<file path="config.mk">
export PLATFORM = sky130hd
export DESIGN_NAME = tli_link_integrity
export DESIGN_NICKNAME = d
export VERILOG_FILES = /design/src/design/tli_pkg.sv /design/src/design/tli_timer.sv /design/src/design/tli_pulse_gen.sv /design/src/design/tli_link_integrity.sv
export VERILOG_INCLUDE_DIRS = /design/src /design/src/design
export SDC_FILE = /design/constraint.sdc
export NUM_CORES = 1
export LEC_CHECK = 0
export BUFFER_PORTS_ARGS = -buffer_cell sky130_fd_sc_hd__buf_4
export CORE_MARGIN = 4
export CORE_UTILIZATION = 45
export CTS_CLUSTER_DIAMETER = 120
export DETAILED_ROUTE_END_ITERATION = 6
export REMOVE_ABC_BUFFERS = 1
export SLEW_MARGIN = 5
export SYNTH_ARGS = -nofsm -noshare
export SYNTH_HDL_FRONTEND = slang
export SYNTH_HIERARCHICAL = 1
export SYNTH_SLANG_ARGS = --single-unit
</file>
<file path="constraint.sdc">
create_clock -name clock -period 8.05 [get_ports clock]
set_input_delay 0 -clock clock [delete_from_list [all_inputs] [get_ports clock]]
set_output_delay 0 -clock clock [all_outputs]
set_load 0.05 [all_outputs]
</file>
<file path="src/design/tli_map.svh">
// Timing counts and field constants for the link integrity block
`ifndef TLI_MAP_SVH
`define TLI_MAP_SVH

`define TLI_CLK_MHZ 125
`define TLI_PULSE_NS 100
`define TLI_PULSE_CYC ((`TLI_PULSE_NS * `TLI_CLK_MHZ) / 1000)
`define TLI_WIN_OPEN_US 6500
`define TLI_WIN_OPEN_CYC (`TLI_WIN_OPEN_US * `TLI_CLK_MHZ)
`define TLI_WIN_CLOSE_US 104000
`define TLI_WIN_CLOSE_CYC (`TLI_WIN_CLOSE_US * `TLI_CLK_MHZ)
`define TLI_LP_PERIOD_US 16000
`define TLI_LP_PERIOD_CYC (`TLI_LP_PERIOD_US * `TLI_CLK_MHZ)
`define TLI_CAL_US 3200
`define TLI_CAL_CYC (`TLI_CAL_US * `TLI_CLK_MHZ)
`define TLI_REV_IDLE_LIMIT 2
`define TLI_REV_LINK_LIMIT 4

`endif

</file>
<file path="src/design/tli_pkg.sv">
// Types shared by the link integrity block
package tli_pkg;

	typedef enum logic [1:0] {
		TLI_LINK_IDLE,
		TLI_LINK_FAIL,
		TLI_LINK_WAIT
	} tli_link_state_t;

	// Receive-side events, already synchronised
	typedef struct packed {
		logic link_pulse;
		logic pulse_reversed;
		logic frame_end;
		logic idle_reversed;
		logic rx_active;
	} tli_rx_ev_t;

	// Function enables seen by the rest of the device
	typedef struct packed {
		logic tx_enable;
		logic rx_enable;
		logic loopback_enable;
	} tli_func_en_t;

endpackage : tli_pkg

</file>
<file path="src/design/tli_timer.sv">
// Resettable elapsed-time counter with terminal flags
`timescale 1ns/1ps
`default_nettype none

module tli_timer #(
	parameter int WIDTH = 24,
	parameter logic [WIDTH-1:0] OPEN_CNT = 1,
	parameter logic [WIDTH-1:0] CLOSE_CNT = 2
) (
	input wire logic clock, // System clock
	input wire logic reset, // Sync reset, high
	input wire logic restart, // Begin timing from zero
	output logic past_open, // Open count reached
	output logic past_close // Close count reached
);

	logic [WIDTH-1:0] count_reg;

	initial
	begin
		if (OPEN_CNT == 0 || OPEN_CNT >= CLOSE_CNT)
			$error("tli_timer: open count must be below close count");
	end

	// Saturates so the close flag holds until restart
	always_ff @(posedge clock)
	begin
		if (reset || restart)
			count_reg <= '0;
		else if (count_reg != CLOSE_CNT)
			count_reg <= count_reg + 1'b1;
	end

	always_ff @(posedge clock)
	begin
		if (reset || restart)
			past_open <= 1'b0;
		else if (count_reg >= OPEN_CNT - 1'b1)
			past_open <= 1'b1;
	end

	always_ff @(posedge clock)
	begin
		if (reset || restart)
			past_close <= 1'b0;
		else if (count_reg >= CLOSE_CNT - 1'b1)
			past_close <= 1'b1;
	end

endmodule : tli_timer

`default_nettype wire

</file>
<file path="src/design/tli_pulse_gen.sv">
// Periodic link pulse generator for the transmit pair
`timescale 1ns/1ps
`default_nettype none

module tli_pulse_gen #(
	parameter int PERIOD_CYC = 2000000,
	parameter int WIDTH_CYC = 12
) (
	input wire logic clock, // System clock
	input wire logic reset, // Sync reset, high
	input wire logic tx_busy, // Transmit traffic present
	input wire logic enable, // Unit powered and calibrated
	output logic pulse_out, // Link pulse level
	output logic pulse_sent // One cycle at pulse start
);

	localparam int CW = $clog2(PERIOD_CYC + 1);
	logic [CW-1:0] period_reg;
	logic [CW-1:0] width_reg;

	initial
	begin
		if (WIDTH_CYC < 1 || WIDTH_CYC >= PERIOD_CYC)
			$error("tli_pulse_gen: bad pulse width or period");
	end

	// Period restarts on traffic, so pulses only fill idle gaps
	always_ff @(posedge clock)
	begin
		if (reset || tx_busy || !enable)
			period_reg <= '0;
		else if (period_reg == CW'(PERIOD_CYC - 1))
			period_reg <= '0;
		else
			period_reg <= period_reg + 1'b1;
	end

	assign pulse_sent = enable && !tx_busy &&
		period_reg == CW'(PERIOD_CYC - 1);

	always_ff @(posedge clock)
	begin
		if (reset || !enable)
			width_reg <= '0;
		else if (pulse_sent)
			width_reg <= CW'(WIDTH_CYC);
		else if (width_reg != '0)
			width_reg <= width_reg - 1'b1;
	end

	always_ff @(posedge clock)
	begin
		if (reset)
			pulse_out <= 1'b0;
		else
			pulse_out <= pulse_sent || width_reg > CW'(1);
	end

endmodule : tli_pulse_gen

`default_nettype wire

</file>
<file path="src/design/tli_link_integrity.sv">
// Link integrity, polarity, media select and power-down control
`timescale 1ns/1ps
`default_nettype none
`include "tli_map.svh"

// Summary of operation
// - A transmitted link pulse is a high level of about 100 ns.
// - The reception window opens 6.5 ms after last pulse or frame.
// - The reception window closes 104 ms after last pulse or frame.
// - Pulses before the window opens are ignored, except by polarity sensing.
// - Window expiry with no pulse enters link failure.
// - In link failure transmit, loopback and receive are disabled.
// - Pulse or traffic inside the open window restarts the timers.
// - Two in-window pulses spaced 6.5 ms apart mean recovery.
// - A received data packet after failure is also recovery.
// - Recovery moves to wait, with functions still disabled.
// - Wait becomes idle once neither direction carries traffic.
// - Send a link pulse every 16 ms while transmit is quiet.
// - Link pulses continue during jabber and link failure.
// - Polarity sensed from end-of-packet idle pulses, and link pulses.
// - A proper idle pulse keeps the polarity logic normal.
// - Two reversed idle pulses or four reversed link pulses reverse.
// - When reversed, received data is inverted internally.
// - Switch between attachment and twisted pair on cable change.
// - Unselected unit powers down; resume after 3.2 ms calibration.
module tli_link_integrity
	import tli_pkg::*;
#(
	parameter int WIN_OPEN_CYC = `TLI_WIN_OPEN_CYC,
	parameter int WIN_CLOSE_CYC = `TLI_WIN_CLOSE_CYC,
	parameter int LP_PERIOD_CYC = `TLI_LP_PERIOD_CYC,
	parameter int CAL_CYC = `TLI_CAL_CYC,
	parameter int PULSE_CYC = `TLI_PULSE_CYC
) (
	input wire logic clock, // 125 MHz system clock
	input wire logic reset, // Sync reset, high
	input wire tli_pkg::tli_rx_ev_t rx_ev, // Receive events, same clock
	input wire logic rx_data_raw, // Received pair data, same clock
	input wire logic tx_active, // Transmit traffic present
	input wire logic polarity_fix_en, // Polarity correction enabled
	input wire logic link_check_en, // Link integrity enabled
	input wire logic tp_cable_pin, // Pair cable sensed, async pin
	output tli_pkg::tli_func_en_t func_en, // Function enables
	output tli_pkg::tli_link_state_t link_state, // Link state
	output logic rx_data, // Polarity-corrected data
	output logic polarity_reversed, // Polarity is reversed
	output logic tp_selected, // Pair port selected
	output logic tp_power_down, // Pair unit powered down
	output logic tp_ready, // Pair unit calibrated
	output logic link_pulse_out // Transmit link pulse
);

	localparam int CALW = $clog2(CAL_CYC + 1);
	localparam int WW = $clog2(WIN_CLOSE_CYC + 1);

	initial
	begin
		if (WIN_OPEN_CYC < 1 || WIN_OPEN_CYC >= WIN_CLOSE_CYC)
			$error("tli_link_integrity: window counts invalid");
		if (CAL_CYC < 1 || PULSE_CYC < 1)
			$error("tli_link_integrity: counts must be positive");
	end

	//--------------------------------------------------------
	// Media selection and power-down
	//--------------------------------------------------------
	logic cable_meta_reg;
	logic cable_sync_reg;
	logic [CALW-1:0] cal_reg;

	always_ff @(posedge clock)
	begin
		if (reset)
		begin
			cable_meta_reg <= 1'b0;
			cable_sync_reg <= 1'b0;
		end
		else
		begin
			cable_meta_reg <= tp_cable_pin;
			cable_sync_reg <= cable_meta_reg;
		end
	end

	always_ff @(posedge clock)
	begin
		if (reset)
			tp_selected <= 1'b0;
		else
			tp_selected <= cable_sync_reg;
	end

	assign tp_power_down = !tp_selected;

	always_ff @(posedge clock)
	begin
		if (reset || !tp_selected)
			cal_reg <= '0;
		else if (cal_reg != CALW'(CAL_CYC))
			cal_reg <= cal_reg + 1'b1;
	end

	assign tp_ready = tp_selected && cal_reg == CALW'(CAL_CYC);

	//--------------------------------------------------------
	// Reception window
	//--------------------------------------------------------
	logic win_open;
	logic win_closed;
	logic pulse_ok;
	logic frame_seen;
	logic win_restart;
	logic armed_reg;
	tli_link_state_t state_reg;

	assign pulse_ok = link_check_en && rx_ev.link_pulse && win_open;
	assign frame_seen = rx_ev.frame_end || rx_ev.rx_active;
	assign win_restart = !tp_ready || pulse_ok || frame_seen;

	tli_timer #(
		.WIDTH(WW),
		.OPEN_CNT(WW'(WIN_OPEN_CYC)),
		.CLOSE_CNT(WW'(WIN_CLOSE_CYC))
	) u_window (
		.clock(clock),
		.reset(reset),
		.restart(win_restart),
		.past_open(win_open),
		.past_close(win_closed)
	);

	// tracks first in-window pulse after failure
	always_ff @(posedge clock)
	begin
		if (reset || state_reg != TLI_LINK_FAIL)
			armed_reg <= 1'b0;
		else if (frame_seen)
			armed_reg <= 1'b0;
		else if (pulse_ok)
			armed_reg <= 1'b1;
	end

	//--------------------------------------------------------
	// Link state machine
	//--------------------------------------------------------
	always_ff @(posedge clock)
	begin
		if (reset || !tp_ready)
			state_reg <= TLI_LINK_IDLE;
		else
		begin
			case (state_reg)
				TLI_LINK_IDLE:
				begin
					if (link_check_en && win_closed && !win_restart)
						state_reg <= TLI_LINK_FAIL;
				end
				TLI_LINK_FAIL:
				begin
					if ((pulse_ok && armed_reg) || rx_ev.frame_end)
						state_reg <= TLI_LINK_WAIT;
				end
				TLI_LINK_WAIT:
				begin
					if (!tx_active && !rx_ev.rx_active)
						state_reg <= TLI_LINK_IDLE;
				end
				default:
					state_reg <= TLI_LINK_IDLE;
			endcase
		end
	end

	assign link_state = state_reg;

	always_ff @(posedge clock)
	begin
		if (reset)
			func_en <= '0;
		else
		begin
			func_en.tx_enable <= tp_ready && state_reg == TLI_LINK_IDLE;
			func_en.rx_enable <= tp_ready && state_reg == TLI_LINK_IDLE;
			func_en.loopback_enable <= tp_ready &&
				state_reg == TLI_LINK_IDLE;
		end
	end

	//--------------------------------------------------------
	// Link pulse transmit
	//--------------------------------------------------------
	// periodic pulse, jabber and failure ignored
	tli_pulse_gen #(
		.PERIOD_CYC(LP_PERIOD_CYC),
		.WIDTH_CYC(PULSE_CYC)
	) u_pulse (
		.clock(clock),
		.reset(reset),
		.tx_busy(tx_active && state_reg == TLI_LINK_IDLE),
		.enable(tp_ready && link_check_en),
		.pulse_out(link_pulse_out),
		.pulse_sent()
	);

	//--------------------------------------------------------
	// Polarity detection and correction
	//--------------------------------------------------------
	logic [1:0] rev_idle_reg;
	logic [2:0] rev_link_reg;
	logic sense_on;

	assign sense_on = polarity_fix_en && !polarity_reversed && tp_ready;

	always_ff @(posedge clock)
	begin
		if (reset || !sense_on)
			rev_idle_reg <= '0;
		else if (rx_ev.frame_end)
			rev_idle_reg <= rx_ev.idle_reversed ?
				rev_idle_reg + 2'h1 : 2'h0;
	end

	always_ff @(posedge clock)
	begin
		if (reset || !sense_on)
			rev_link_reg <= '0;
		else if (link_check_en && rx_ev.link_pulse &&
			rx_ev.pulse_reversed)
			rev_link_reg <= rev_link_reg + 3'h1;
	end

	always_ff @(posedge clock)
	begin
		if (reset || !polarity_fix_en || !tp_selected)
			polarity_reversed <= 1'b0;
		else if (rev_idle_reg == 2'(`TLI_REV_IDLE_LIMIT) ||
			rev_link_reg == 3'(`TLI_REV_LINK_LIMIT))
			polarity_reversed <= 1'b1;
	end

	always_ff @(posedge clock)
	begin
		if (reset)
			rx_data <= 1'b0;
		else
			rx_data <= rx_data_raw ^ polarity_reversed;
	end
endmodule : tli_link_integrity

`default_nettype wire

</file>
Word-level counts from Yosys, hierarchy flattened
Index checks and enable logic that the tools add are counted. W data, S select, Z words.

Flip-flop bits (word level): 102.

Eq/ne operators: 12. Bitwise operators: 1. Add/sub/neg operators: 6. Reduce and logical (&&, ||, !) cells: 48. Magnitude comparators: 3. Mux-type cells: 7.

Operators by type and width (count): $add A24 B1 Y24 const B (1); $ge A24 B20 Y1 const B (1); $ge A24 B24 Y1 const B (1); $ne A24 B24 Y1 const B (1); $add A21 B1 Y21 const B (1); $eq A21 B21 Y1 const B (1); $gt A21 B1 Y1 const B (1); $reduce_bool A21 Y1 (1); $sub A21 B1 Y21 const B (1); $add A19 B1 Y19 const B (1); $eq A19 B19 Y1 const B (1); $ne A19 B19 Y1 const B (1); $logic_or A1 B1 Y1 (16); $logic_and A1 B1 Y1 (15); $logic_not A1 Y1 (10); $mux W2 (4); $mux W4 (2); $ne A2 B2 Y1 const B (3); $pmux W2 S3 (1); $reduce_or A2 Y1 (3); $eq A2 B2 Y1 const B (2); $add A3 B1 Y3 const B (1); $eq A3 B3 Y1 const B (1); $reduce_and A3 Y1 (1); 6 further kinds (6).

Logic depth before layout (Yosys ltp)
Depth after elaboration: 9. Mapped depth: 13.

By module
The synthesis kept the hierarchy.

By module, submodules not included: tli_pulse_gen (instances 1, seq. area each 860.8 µm², area each 2083.2 µm², cells an instance 234); tli_link_integrity (instances 1, seq. area each 660.6 µm², area each 1567.8 µm², cells an instance 184); tli_timer (instances 1, seq. area each 520.5 µm², area each 1410.1 µm², cells an instance 171).

Worst setup path after synthesis
OpenSTA, ideal clock, no wires.

Path type: register to register. Start point: register cal_reg[14]. End point: register u_pulse.width_reg[10]. Data required time: 7.922 ns. Cell stages (with the launch flop): 12. Arrival: 2.459 ns. Clock period less this slack: 2.586 ns. Setup slack: 5.464 ns. Path through: dfxtp_1 or4b_4 or2_4 nor2_1 and3_1 nand2b_1 and3b_1 nand4bb_1 nand2b_1 buf_2 clkbuf_1 nor2_1.

Cells in the longest elaborated chain, start to end: 6. Elaborated cells on any way between the ends: 8.

Ends and longest elaborated chain: start, declared (line tli_link_integrity.sv:69) `logic [CALW-1:0] cal_reg;`; start signal, assigned (line tli_link_integrity.sv:100) `cal_reg <= cal_reg + 1'b1;`; $eq A19 B19 Y1 * (line tli_link_integrity.sv:103) `assign tp_ready = tp_selected && cal_reg == CALW'(CAL_CYC);`; $logic_and A1 B1 Y1 * (line tli_link_integrity.sv:103); $logic_and A1 B1 Y1 * (line tli_link_integrity.sv:200) `.enable(tp_ready && link_check_en),`; $logic_not A1 Y1 / $logic_and A1 B1 Y1 (equally long branches) (line tli_pulse_gen.sv:43, tli_pulse_gen.sv:38); $logic_or A1 B1 Y1 / $logic_and A1 B1 Y1 (equally long branches) (line tli_pulse_gen.sv:43, tli_pulse_gen.sv:38); $reduce_or A2 Y1 (no line) *; end signal, assigned (line tli_pulse_gen.sv:46) `width_reg <= CW'(WIDTH_CYC);`; end signal, assigned (line tli_pulse_gen.sv:48) `width_reg <= width_reg - 1'b1;`; end, declared (line tli_pulse_gen.sv:19) `logic [CW-1:0] width_reg;`.

Mark *: on every way between the ends. The rest lies on a longest branch, timed or not. A chain may end at the register's enable or synchronous reset.

Worst setup path in the final report
Start point: register cal_reg[2]. End point: register u_pulse.width_reg[19].

The elaborated chain is that of the path after synthesis.

==> out/metrics.cfg <==
[synthesis]
synth_cell_types=58
synth_top_family_by_area=simple AND/OR/NAND/NOR gates
synth_compound_area_frac=0.107
avgSynthCellArea_um2=8.59
ys_seq_elements=102
yosys.area_share.simple=0.321
syn-cell-area_um2=5060
yosys-top-cells-area=dfxtp_1 (40%), nor2_1 (6.6%), xnor2_1 (5.0%)
ys_async_sr_fraction=0
ys_warn_count=6
synth_top_area_share=0.403
synth_adder_area_share=0.0247
synth_xor_area_frac=0.0952
synth_edf_count=0
synth_top_area_cell=dfxtp_1
synthMuxAreaShare=0.00791
seq_area_frac_synth=0.403
synth_flop_cell=dfxtp_1
synth_cells=589

[critical_path]
path_max_fanout=19
cp_data_arrival_time_ns=3.29
crit_slowest_cell=nand2b_1
required_ns=8.29
setup.worst_path.class=reg2reg
start_kind=flop
critical_path.cell_chain=or4_1, or2_4, nor2_1, and3_1, nand2b_1, and3b_1, nand4bb_1, nand2b_1, o21ba_1
cp_common_cell=nand2b_1
slowest_delay_ns=0.59
critPathCaptureType=flop

[finish]
fin_area_um2=5650
antenna_cells_inserted=0
mostFrequentLayoutCells=dfxtp_1 (102), nor2_1 (89), nand2_1 (30)
layout_commonest_cell=dfxtp_1
fin_cells=752
fin_nets=629
fill_cells=1051
fin_util=0.517
drive_above_1_share=0.0931
areaGrowthSynthToFinish_pct=11.6
largest_reg_flops=24

[floorplan]
die_area_um2=13000
fp.coreArea_um2=10900
rows=38
die_x_um=114
io_pins=23
initial_utilization=0.463
die_height_um=114

[place]
dpl-instance-area_um2=5290
gp_congestion=0.858
io_buffers=22
hpwl_um=7380
place_inst=729
pre_cts_ws_ns=5.00

[sta]
finalSetupTns_ns=0
worst_pin_slew_ns=0.918
rsz0062_at_grt=no
hold_ws_ns=0.0125
finalCritPeriodShare=0.379
fmax_mhz=328
fin_ws_ns=5.00
slew_headroom=0.382
fin_skew_ns=0.00506
setup_violations=0
hold_violations=0
slew_violations=0
fin_crit_ns=3.05

[drt]
routed-via-count=4165
antenna_left=0
first_iter_violations=173
wl_per_cell_um=14.2
via_per_inst=5.54
wl_um=10700
drc=0
first_pass_iters=4

[clock_tree]
clk_pin_slew_ns=0.07
cts_tree=yes
post_cts_resize_count=0
htreeDepth=3
post_cts_buffers=0
cts.path.max_buffers=2
cts_buffers=9
clock_latency_ns=0.34
ctsRootBufferMaster=clkbuf_16
cts_hold_buf=7
cts.sinks=102

[power_and_ir_drop]
p_leak_nw=1.84
combPwrFrac=0.018
p_sw_mw=0.194
power_density_nw_per_um2=167
vdd_drop_max_uv=158
power_mw=0.943
netSwitchingFraction=0.206
pwr-share-seq=0.536
clkPwrFrac=0.446
internal_power_mw=0.749

[worst_hold_path]
hold_path_class=in2reg

[global_route]
grt_pass1_wl_um=18100
grt-ovfl-total=0
grt_max_degree=24
track_usage=0.168
grt_pass1_vias=3941
antenna_found_initial=0

[job]
drv_cap=0

[outcome]
status=finished clean

==> power by group through the flow <==
stage	logic (mW)	clock network (mW)	registers, mW
finish	0.0169	0.420	0.506
global route	0.0182	0.452	0.505
CTS	0.0171	0.434	0.506
detailed placement	0.0144	0	0.517
global placement	0.0141	0	0.517
floorplan	0.00404	0	0.519
==> path summary, 6_finish.rpt <==
| check | from | endpoint | slack, ns | depth (start not counted) |
|---|---|---|---|---|
| hold / removal | rx_ev[2] | armed_reg | 0.01 | 3 |
| setup / recovery | cal_reg[2] | u_pulse/width_reg[19] | 5.00 | 9 |
| setup reg to reg | cal_reg[2] | u_pulse/width_reg[19] | 5.00 | 9 |
| hold reg to reg | cable_sync_reg | tp_selected | 0.44 | 1 |
==> logic make-up (layout without fill, tap and decap cells) <==
group,after synthesis,after routing
buffers and inverters,47,70
XOR/XNOR,55,55
adder cells (fa/ha/maj),10,10
AO/OA/AOI/OAI,81,81
flip-flops,102,102
multiplexers,4,4
AND/OR/NAND/NOR,290,290
==> metal layers <==
layer,vias up,global-route usage,wire (µm)
met3,7,0.0338,286
met1,1969,0.220,5170
met5,-,0,0
li1,2147,-,-
met4,0,0.0499,86
met2,42,0.281,5130
==> cells in the mapped netlist (4+ instances only) <==
library cell,count
nor4b_1,6
o31ai_1,8
a31oi_1,6
nand4bb_1,5
a21oi_1,29
ha_1,10
a2111oi_0,4
or4_1,13
o21ai_0,15
buf_4,4
and3_1,12
xnor2_1,29
nand2b_1,10
nor3_1,13
mux2i_1,4
nor4_1,12
nand3_1,28
a211oi_1,7
nand4_1,16
buf_2,4
clkbuf_1,13
nand2_1,30
inv_1,25
nor2b_1,4
or4_4,4
nor2_1,89
xor2_1,26
dfxtp_1,102
and4_1,6
or3_1,17
==> layout make-up <==
type | instances | area [µm²] | area share
inverter | 25 | 93.8 | 0.0166
timing repair buffer | 29 | 235 | 0.0416
multi-input combinational | 440 | 2820 | 0.498
tap | 140 | 175 | 0.0310
clock buffer | 14 | 274 | 0.0485
clock inverter | 2 | 15.0 | 0.00266
sequential | 102 | 2040 | 0.361
==> worst max-delay path, delay by kind of cell, from the launching register on <==
family,cells,cell delay [ns]
simple gates,8,2.33
compound gates,1,0.23
flops,1,0.38
Power figures use the tool's default switching activity.
